--- src/ent_pkg.sv ---
package ent_pkg;
	localparam int SAMPLE_BITS = 1;
	localparam int CLK_HZ = 200000000;
	localparam int SAMPLE_HZ_MAX = 200000;
	// Least ratio meeting the sample rate ceiling
	localparam int SAMPLE_DIV = (CLK_HZ + SAMPLE_HZ_MAX - 1) / SAMPLE_HZ_MAX;
	localparam int RCT_CUTOFF = 21;
	localparam int APT_WINDOW = 512;
	localparam int APT_CUTOFF = 410;
	localparam int SEED_BITS = 384;
	localparam int RESEED_BITS = 32;
	// Register offsets of the generator controller
	localparam logic [7:0] OFF_CTRL = 8'h00;
	localparam logic [7:0] OFF_STATUS = 8'h04;
	localparam logic [7:0] OFF_IRQ_STAT = 8'h08;
	localparam logic [7:0] OFF_IRQ_MASK = 8'h0C;
	localparam logic [7:0] OFF_RESEED = 8'h10;
	localparam logic [7:0] OFF_SEED_CNT = 8'h14;
	// Control bits
	localparam int CTRL_RESTART = 0;
	localparam int CTRL_SELFTEST = 1;
	localparam int CTRL_SLEEP = 2;
	localparam int CTRL_GEN = 3;
	// Interrupt bits
	localparam int IRQ_ERR = 0;
	localparam int IRQ_SEEDED = 1;
	localparam int IRQ_STFAIL = 2;
	localparam int IRQ_BITS = 3;
endpackage

--- src/ent_if.sv ---
`timescale 1ns/100ps
interface ent_if;
	logic sleep;
	logic restart;
	logic bit_data;
	logic bit_valid;
	logic ready;
	logic health_err;
	modport source (input sleep, input restart,
		output bit_data, output bit_valid, output ready, output health_err);
	modport drbg (output sleep, output restart,
		input bit_data, input bit_valid, input ready, input health_err);
endinterface

--- src/ent_drbg_ctl.sv ---
`timescale 1ns/100ps
module ent_drbg_ctl #(
	parameter int SEED_N = ent_pkg::SEED_BITS
)(
	// Clock and reset
	input wire logic pclk,
	input wire logic presetn,
	// APB slave
	input wire logic psel,
	input wire logic penable,
	input wire logic pwrite,
	input wire logic [7:0] paddr,
	input wire logic [31:0] pwdata,
	output logic [31:0] prdata,
	output logic pready,
	output logic pslverr,
	output logic irq,
	// Seed material to generator core
	output logic seed_bit,
	output logic seed_bit_valid,
	output logic seeded,
	// Entropy source link
	ent_if.drbg lnk
);
	typedef enum {ST_IDLE, ST_WAIT, ST_SEED} state_t;
	state_t st_q;
	logic [31:0] reseed_q;
	logic [15:0] seed_cnt_q;
	logic [2:0] irq_stat_q;
	logic [2:0] irq_mask_q;
	logic sleep_q;
	logic restart_q;
	logic seeded_q;
	logic seed_bit_q;
	logic seed_valid_q;
	logic irq_q;
	logic [31:0] prdata_q;
	logic wr;
	logic rd;
	logic [2:0] ev;
	logic gen_pulse;
	logic st_req;
	logic inst_req;
	assign wr = psel & penable & pwrite;
	assign rd = psel & ~penable & ~pwrite;
	assign gen_pulse = wr && paddr == ent_pkg::OFF_CTRL && pwdata[ent_pkg::CTRL_GEN];
	assign st_req = wr && paddr == ent_pkg::OFF_CTRL && pwdata[ent_pkg::CTRL_SELFTEST];
	// Wake or counter rollover re-instantiates
	assign inst_req = (sleep_q && wr && paddr == ent_pkg::OFF_CTRL && !pwdata[ent_pkg::CTRL_SLEEP])
		|| (gen_pulse && reseed_q == 32'hFFFFFFFF);

	////////////////////////////////////////////////////////////////
	always_ff @(posedge pclk or negedge presetn)
		if (!presetn)
		begin
			sleep_q <= 1'b0;
			restart_q <= 1'b0;
		end
		else
		begin
			if (wr && paddr == ent_pkg::OFF_CTRL)
				sleep_q <= pwdata[ent_pkg::CTRL_SLEEP];
			restart_q <= (wr && paddr == ent_pkg::OFF_CTRL && pwdata[ent_pkg::CTRL_RESTART])
				|| st_req || inst_req;
		end

	always_ff @(posedge pclk or negedge presetn)
		if (!presetn)
			reseed_q <= 32'h00000000;
		else if (st_req || inst_req)
			reseed_q <= 32'h00000000;
		else if (gen_pulse && seeded_q)
			reseed_q <= reseed_q + 32'h00000001;

	// Seeding sequence after self-test, wake or rollover
	always_ff @(posedge pclk or negedge presetn)
		if (!presetn)
		begin
			st_q <= ST_WAIT;
			seed_cnt_q <= 16'h0000;
			seeded_q <= 1'b0;
		end
		else if (st_req || inst_req)
		begin
			st_q <= ST_WAIT;
			seed_cnt_q <= 16'h0000;
			seeded_q <= 1'b0;
		end
		else
			unique case (st_q)
				ST_IDLE:
					if (lnk.health_err)
					begin
						// Back to waiting so a clean restart can reseed
						st_q <= ST_WAIT;
						seed_cnt_q <= 16'h0000;
						seeded_q <= 1'b0;
					end
				ST_WAIT:
					if (lnk.ready && !restart_q)
						st_q <= ST_SEED;
				ST_SEED:
					if (lnk.health_err)
					begin
						st_q <= ST_WAIT;
						seed_cnt_q <= 16'h0000;
					end
					else if (lnk.bit_valid)
					begin
						if (seed_cnt_q == 16'(SEED_N - 1))
						begin
							st_q <= ST_IDLE;
							seeded_q <= 1'b1;
						end
						seed_cnt_q <= seed_cnt_q + 16'h0001;
					end
			endcase

	always_ff @(posedge pclk or negedge presetn)
		if (!presetn)
		begin
			seed_bit_q <= 1'b0;
			seed_valid_q <= 1'b0;
		end
		else
		begin
			seed_bit_q <= lnk.bit_data;
			seed_valid_q <= st_q == ST_SEED && lnk.bit_valid && !lnk.health_err;
		end

	////////////////////////////////////////////////////////////////
	// Interrupt status; set wins over write-one-to-clear
	assign ev[ent_pkg::IRQ_ERR] = lnk.health_err;
	assign ev[ent_pkg::IRQ_SEEDED] = st_q == ST_SEED && lnk.bit_valid && !lnk.health_err
		&& seed_cnt_q == 16'(SEED_N - 1);
	assign ev[ent_pkg::IRQ_STFAIL] = st_q == ST_SEED && lnk.health_err;

	always_ff @(posedge pclk or negedge presetn)
		if (!presetn)
			irq_stat_q <= 3'h0;
		else if (wr && paddr == ent_pkg::OFF_IRQ_STAT)
			irq_stat_q <= (irq_stat_q & ~pwdata[2:0]) | ev;
		else
			irq_stat_q <= irq_stat_q | ev;

	always_ff @(posedge pclk or negedge presetn)
		if (!presetn)
			irq_mask_q <= 3'h0;
		else if (wr && paddr == ent_pkg::OFF_IRQ_MASK)
			irq_mask_q <= pwdata[2:0];

	always_ff @(posedge pclk or negedge presetn)
		if (!presetn)
			irq_q <= 1'b0;
		else
			irq_q <= |(irq_stat_q & irq_mask_q);

	// Read data captured in setup, valid in access; no raw bits mapped
	always_ff @(posedge pclk or negedge presetn)
		if (!presetn)
			prdata_q <= 32'h00000000;
		else if (rd)
			unique case (paddr)
				ent_pkg::OFF_CTRL: prdata_q <= {29'h0, sleep_q, 2'h0};
				ent_pkg::OFF_STATUS: prdata_q <= {29'h0, lnk.ready, lnk.health_err, seeded_q};
				ent_pkg::OFF_IRQ_STAT: prdata_q <= {29'h0, irq_stat_q};
				ent_pkg::OFF_IRQ_MASK: prdata_q <= {29'h0, irq_mask_q};
				ent_pkg::OFF_RESEED: prdata_q <= reseed_q;
				ent_pkg::OFF_SEED_CNT: prdata_q <= {16'h0, seed_cnt_q};
				default: prdata_q <= 32'h00000000;
			endcase

	assign prdata = prdata_q;
	assign pready = 1'b1;
	assign pslverr = 1'b0;
	assign irq = irq_q;
	assign seed_bit = seed_bit_q;
	assign seed_bit_valid = seed_valid_q;
	assign seeded = seeded_q;
	assign lnk.sleep = sleep_q;
	assign lnk.restart = restart_q;
endmodule

--- src/flat_wrapper.sv ---
// flat-port wrapper written by rule: the top's interface ports become plain ports
module ent_drbg_ctl_flat 
#(
	parameter int SEED_N = ent_pkg::SEED_BITS
)
  (pclk, presetn, psel, penable, pwrite, paddr, pwdata, prdata, pready, pslverr, irq, seed_bit, seed_bit_valid, seeded, lnk_sleep, lnk_restart, lnk_bit_data, lnk_bit_valid, lnk_ready, lnk_health_err);
  ent_if lnk_i ();
  input wire logic pclk;
  input wire logic presetn;
  input wire logic psel;
  input wire logic penable;
  input wire logic pwrite;
  input wire logic [7:0] paddr;
  input wire logic [31:0] pwdata;
  output logic [31:0] prdata;
  output logic pready;
  output logic pslverr;
  output logic irq;
  output logic seed_bit;
  output logic seed_bit_valid;
  output logic seeded;
  output wire logic [$bits(lnk_i.sleep)-1:0] lnk_sleep;
  output wire logic [$bits(lnk_i.restart)-1:0] lnk_restart;
  input wire logic [$bits(lnk_i.bit_data)-1:0] lnk_bit_data;
  input wire logic [$bits(lnk_i.bit_valid)-1:0] lnk_bit_valid;
  input wire logic [$bits(lnk_i.ready)-1:0] lnk_ready;
  input wire logic [$bits(lnk_i.health_err)-1:0] lnk_health_err;
  assign lnk_sleep = lnk_i.sleep;
  assign lnk_restart = lnk_i.restart;
  assign lnk_i.bit_data = lnk_bit_data;
  assign lnk_i.bit_valid = lnk_bit_valid;
  assign lnk_i.ready = lnk_ready;
  assign lnk_i.health_err = lnk_health_err;
  ent_drbg_ctl #(.SEED_N(SEED_N)) u_core (.pclk(pclk), .presetn(presetn), .psel(psel), .penable(penable), .pwrite(pwrite), .paddr(paddr), .pwdata(pwdata), .prdata(prdata), .pready(pready), .pslverr(pslverr), .irq(irq), .seed_bit(seed_bit), .seed_bit_valid(seed_bit_valid), .seeded(seeded), .lnk(lnk_i));
endmodule
--- config.mk ---
export PLATFORM = sky130hd
export DESIGN_NAME = ent_drbg_ctl_flat
export DESIGN_NICKNAME = d
export VERILOG_FILES = /design/src/ent_pkg.sv /design/src/ent_if.sv /design/src/ent_drbg_ctl.sv /design/src/flat_wrapper.sv
export SDC_FILE = /design/constraint.sdc
export NUM_CORES = 1
export LEC_CHECK = 0
export BUFFER_PORTS_ARGS = -buffer_cell sky130_fd_sc_hd__clkbuf_2
export CORE_ASPECT_RATIO = 0.5
export CORE_MARGIN = 5
export CORE_UTILIZATION = 35
export DETAILED_ROUTE_END_ITERATION = 8
export SLEW_MARGIN = 20
export SYNTH_ARGS = -nofsm -noshare
export SYNTH_HDL_FRONTEND = slang
export SYNTH_SLANG_ARGS = --single-unit
--- constraint.sdc ---
create_clock -name pclk -period 2.1 [get_ports pclk]
set_input_delay 0.42 -clock pclk [delete_from_list [all_inputs] [get_ports pclk]]
set_output_delay 0.42 -clock pclk [all_outputs]
set_load 0.05 [all_outputs]
; ---- Word-level counts from Yosys, hierarchy flattened
; Index checks and enable logic that the tools add are counted.
[word_totals]
ff_bits = 124
[op_classes]
bitwise_logic = 11
eq_ne = 17
n_reduce_logical = 31
n_addsub = 2
n_mux = 22
[op_table]
columns = cell, count
row1 = $mux W32, 8
row2 = $pmux W32 S6, 1
row3 = $pmux W32 S3, 1
row4 = $mux W16, 4
row5 = $add A32 B1 Y32 const B, 1
row6 = $eq A32 B1 Y1 const B, 1
row7 = $eq A32 B2 Y1 const B, 1
row8 = $eq A32 B3 Y1 const B, 1
row9 = $eq A32 B32 Y1 const B, 1
row10 = $logic_not A32 Y1, 1
row11 = $pmux W16 S2, 1
row12 = $add A16 B1 Y16 const B, 1
row13 = $eq A16 B9 Y1 const B, 1
row14 = $eq A8 B4 Y1 const B, 2
row15 = $eq A8 B5 Y1 const B, 2
row16 = $logic_and A1 B1 Y1, 16
row17 = $ne A3 B2 Y1 const B, 3
row18 = $eq A8 B3 Y1 const B, 1
row19 = $logic_not A8 Y1, 1
row20 = $and A3 B3 Y3, 2
row21 = $ne A3 B1 Y1 const B, 2
row22 = $or A3 B3 Y3, 2
row23 = $mux W1, 5
row24 = $reduce_and A5 Y1, 1
row25 = 14 further kinds, 23

; ---- Longest topological paths before layout
[depth]
ltp_word = 9
ltp_mapped = 7

; ---- Least setup slack after synthesis
; No wires, ideal clock.
[synth_path]
kind = register to register
from = register u_core.reseed_q[3]
to = register u_core.seed_cnt_q[7]
path_buffers = 2
stages_incl_launch_ff = 8
arrival_ns = 1.764
required_ns = 1.979
synth_period_minus_slack_ns = 1.885
slack_ns = 0.215
path_cell_list = dfrtp_1 > and4_1 > buf_2 > nand4_1 > or4_4 > a21oi_4 > buf_4 > nor2_1
[synth_between]
elab_chain_len = 6
elab_cells_between_ends = 9
cone_classes = 3 x eq/ne / 1 x mux / 5 x reduce/logical
[synth_lines]
columns = element, line
row1 = "start, declared", ent_drbg_ctl.sv:27  ; logic [31:0] reseed_q;
row2 = "start signal, assigned", ent_drbg_ctl.sv:73  ; reseed_q <= reseed_q + 32'h00000001;
row3 = $eq A32 B32 Y1 (*), ent_drbg_ctl.sv:50  ; || (gen_pulse && reseed_q == 32'hFFFFFFFF);
row4 = $logic_and A1 B1 Y1 (*), ent_drbg_ctl.sv:50
row5 = $logic_or A1 B1 Y1 (*), ent_drbg_ctl.sv:50
row6 = $logic_or A1 B1 Y1 (*), ent_drbg_ctl.sv:83  ; else if (st_req || inst_req)
row7 = $ne A4 B3 Y1 (no source line) (tied with other cells), -
row8 = $reduce_and A3 Y1 (no source line), -
row9 = "end signal, assigned", ent_drbg_ctl.sv:115  ; seed_cnt_q <= seed_cnt_q + 16'h0001;
row10 = "end, declared", ent_drbg_ctl.sv:28  ; logic [15:0] seed_cnt_q;
; Every way passes the cells marked *; elsewhere a longest branch is shown, timed or not.
; A chain may end at the register's enable or synchronous reset.

; ---- Worst setup path in the final report
[layout_path]
from = register u_core.reseed_q[6]
to = register u_core.reseed_q[28]
[layout_between]
elab_chain_len = 5
elab_cells_between_ends = 8
cone_classes = 1 x add/sub / 1 x eq/ne / 2 x mux / 4 x reduce/logical
[layout_lines]
columns = element
row1 = "parallel branches: the longest is 5 deep, another holds $add A32 B1 Y32"
; Several ways; the timed one is not identified. The select of a mux whose other input is x is not followed.

==> flow_summary.ini <==
[floorplanning]
die_width_um = 175
fp.dieArea_mm2 = 0.0162
row_count = 30
start_util_pct = 35.4
core_area_mm2 = 0.0134
ios = 89
die_y_um = 92.4

[drt]
wl_met3_um = 504
dr.pass1.iters = 5
detail_route.wl_per_cell_um = 15.3
routed_wl_mm = 12.3
drc_errors = 0
routed-wl-met2_mm = 5.69
antenna_left = 0
vias = 4200
highest-signal-layer = met4
drt_first_iter_violations = 330
via_per_inst = 5.22
wl_met1_mm = 5.99

[clock_network]
htreeDepth = 3
cts-buffers-inserted = 9
cts_resized = 0
clk_pin_slew_ps = 70
clkSinkCount = 94
cts-hold-fix-buffers = 0
root_buffer = clkbuf_16
clock_latency_ps = 350
cts_max_path_buffers = 2
cts_tree = yes
post_cts_buffers = 0

[placement]
pre_cts_ws_ps = -27.4
port-buffer-count = 58
place.gp.congestion = 0.859
dp_hpwl_mm = 8.88
dp_cells = 785

[pwr]
p_leak_nw = 2.61
vdd_drop_max_uv = 355
power.density_mw_per_mm2 = 655

[timing]
fmax_mhz = 493
whs_ps = 62.0
hold_viol = 0
tightest_slew_ps = 578
finalCriticalPeriod_ps = 2030
grt_setup_unrepaired = no
layout_setup_ws_ps = 73.0
skew_ps = 8.13
slew_violations = 0
relSlewSlack_pct = 61.5
totalNegativeSetupSlack_ps = 0
finalSetupViolCount = 0
min_period_over_period_pct = 96.5

[grt]
antenna_found_initial = 0
grt_max_degree = 49
groute.usage.overall_pct = 15.7
grt_overflow = 0
first_global_vias = 4096
grt_pass1_wl_mm = 20.8

[synth]
synth-edff-count = 0
synth_common_cells = 93 x dfrtp_1, 85 x nand2_1, 55 x nor2_1, 46 x o21ai_0, 30 x xnor2_1
synth.top_cell.area_share_pct = 49.0
yosys_register_bits = 94
syn_area_mm2 = 0.00475
postSynth.asyncResetShare_pct = 100
syn_inst = 525
synthTopCellsByArea = dfrtp_1 49%, nand2_1 6.7%, xnor2_1 5.5%
syn_nets = 576
syn_area_per_cell_um2 = 9.05
synthMostInstantiatedCell = dfrtp_1
synthFlopType = dfrtp_1
synth_area_leader_cell = dfrtp_1
yosysSeqAreaShare_pct = 49.5
synth_warnings = 0
yosys.cell_types.count = 53

[layout]
seq_area_mm2 = 0.00235
fin_cells = 804
drive_gt1_share_pct = 23.1
insertedDiodeCount = 0
fill_cells = 1320
fin_nets = 674
area_growth_pct = 24.1
multiInputGateArea_mm2 = 0.00220

[critical_path]
crit_arrival_ps = 2250
path_depth = 7
cp_num_buf_inv = 2
worst_path_max_delay_cell = or4_4
crit_fanout = 16
path_class = reg2reg
worstPathCellList = and4_1, nand4_1, or4_4, a21oi_4, buf_4, clkbuf_16, a21oi_1
setup.worst_path.end_class = register
reg2reg_depth = 7
worst_setup_path_start_kind = register
cp_top_family = simple AND/OR/NAND/NOR gates
required_ps = 2320
cpPeakStageDelay_ps = 550

[status]
status = finished, final reports clean

[min_path]
hold_class = in2async

[job]
max_cap_viol_count = 0
-- cell usage in the layout, fill, tap and decap left out, drive strengths merged, types with 3 or more instances in the layout --
cell     n
a21o     3
a21oi   21
a22oi   14
a31oi    3
and2     5
and3     8
and4     8
buf     58
clkbuf  69
dfrtp   93
inv     14
mux2     3
nand2   85
nand3   18
nand4   14
nor2    55
nor3    17
nor3b    3
nor4    17
nor4b    3
o21ai   46
or3      3
or4      4
xnor2   30
-- sequential cells by signal, indices dropped and copies added (netlist names) --
name                   count
u_core.irq                 1
u_core.irq_mask_q          3
u_core.irq_stat_q          3
u_core.lnk.restart         1
u_core.lnk.sleep           1
u_core.prdata             32
u_core.reseed_q           32
u_core.seed_bit            1
u_core.seed_bit_valid      1
u_core.seed_cnt_q         16
u_core.seeded              1
u_core.st_q                2
-- cell type report --
cell class,instances,area share [%]
tap,176,3.73
inverter,14,0.891
clock inverter,5,0.997
multi-input combinational,388,37.3
timing repair buffer,116,13.1
sequential,94,39.9
clock buffer,11,4.11
-- layer usage --
layer / global-route usage (%) / up-vias
met2: 26.3 / 84
li1: - / 2053
met5: 0 / -
met1: 21.1 / 2051
met3: 3.34 / 12
met4: 3.72 / 0
-- per-stage QoR --
stage | utilization, % | total power (W) | area [um^2]
after floorplan | - | 0.00209 | 4750
after detailed placement | 41.4 | 0.00224 | 5560
after CTS | 43.6 | 0.00390 | 5860
final | 43.9 | 0.00386 | 5900
after global placement | 41.4 | 0.00223 | 5560
after global routing | 43.9 | 0.00402 | 5900
-- kinds of logic (layout without fill, tap and decap cells) --
kind of cell	after synthesis	in the layout	share of synthesized area [%]
other	2	2	0.158
and+or+nand+nor	248	248	25.8
adders and majority gates	2	2	0.526
DFF	94	94	49.5
muxes	5	5	1.40
xor gates and xnor gates	30	30	5.53
buffers and inverters	43	146	4.19
AOI/OAI and AO/OA	101	101	12.9
-- path summary, 6_finish.rpt --
| kind | start | to | slack, ps |
|---|---|---|---|
| setup / recovery | u_core.reseed_q[6] | u_core.reseed_q[28] | 70 |
| hold / removal | presetn | u_core.irq | 60 |
| setup reg to reg | u_core.reseed_q[6] | u_core.reseed_q[28] | 70 |
| hold reg to reg | u_core.prdata[28] | u_core.prdata[28] | 480 |
| max in group asynchronous | presetn | u_core.seed_cnt_q[10] | 1360 |
| min in group pclk | lnk_bit_data | u_core.seed_bit | 180 |
-- report_power, final --
group	leakage (nW)	switching [W]	internal [W]
Sequential	1.30	0.0000376	0.00185
Combinational	1.17	0.000200	0.000115
Clock	0.142	0.000702	0.000956
Total	2.61	0.000940	0.00292
(Power assumes the default switching activity.)
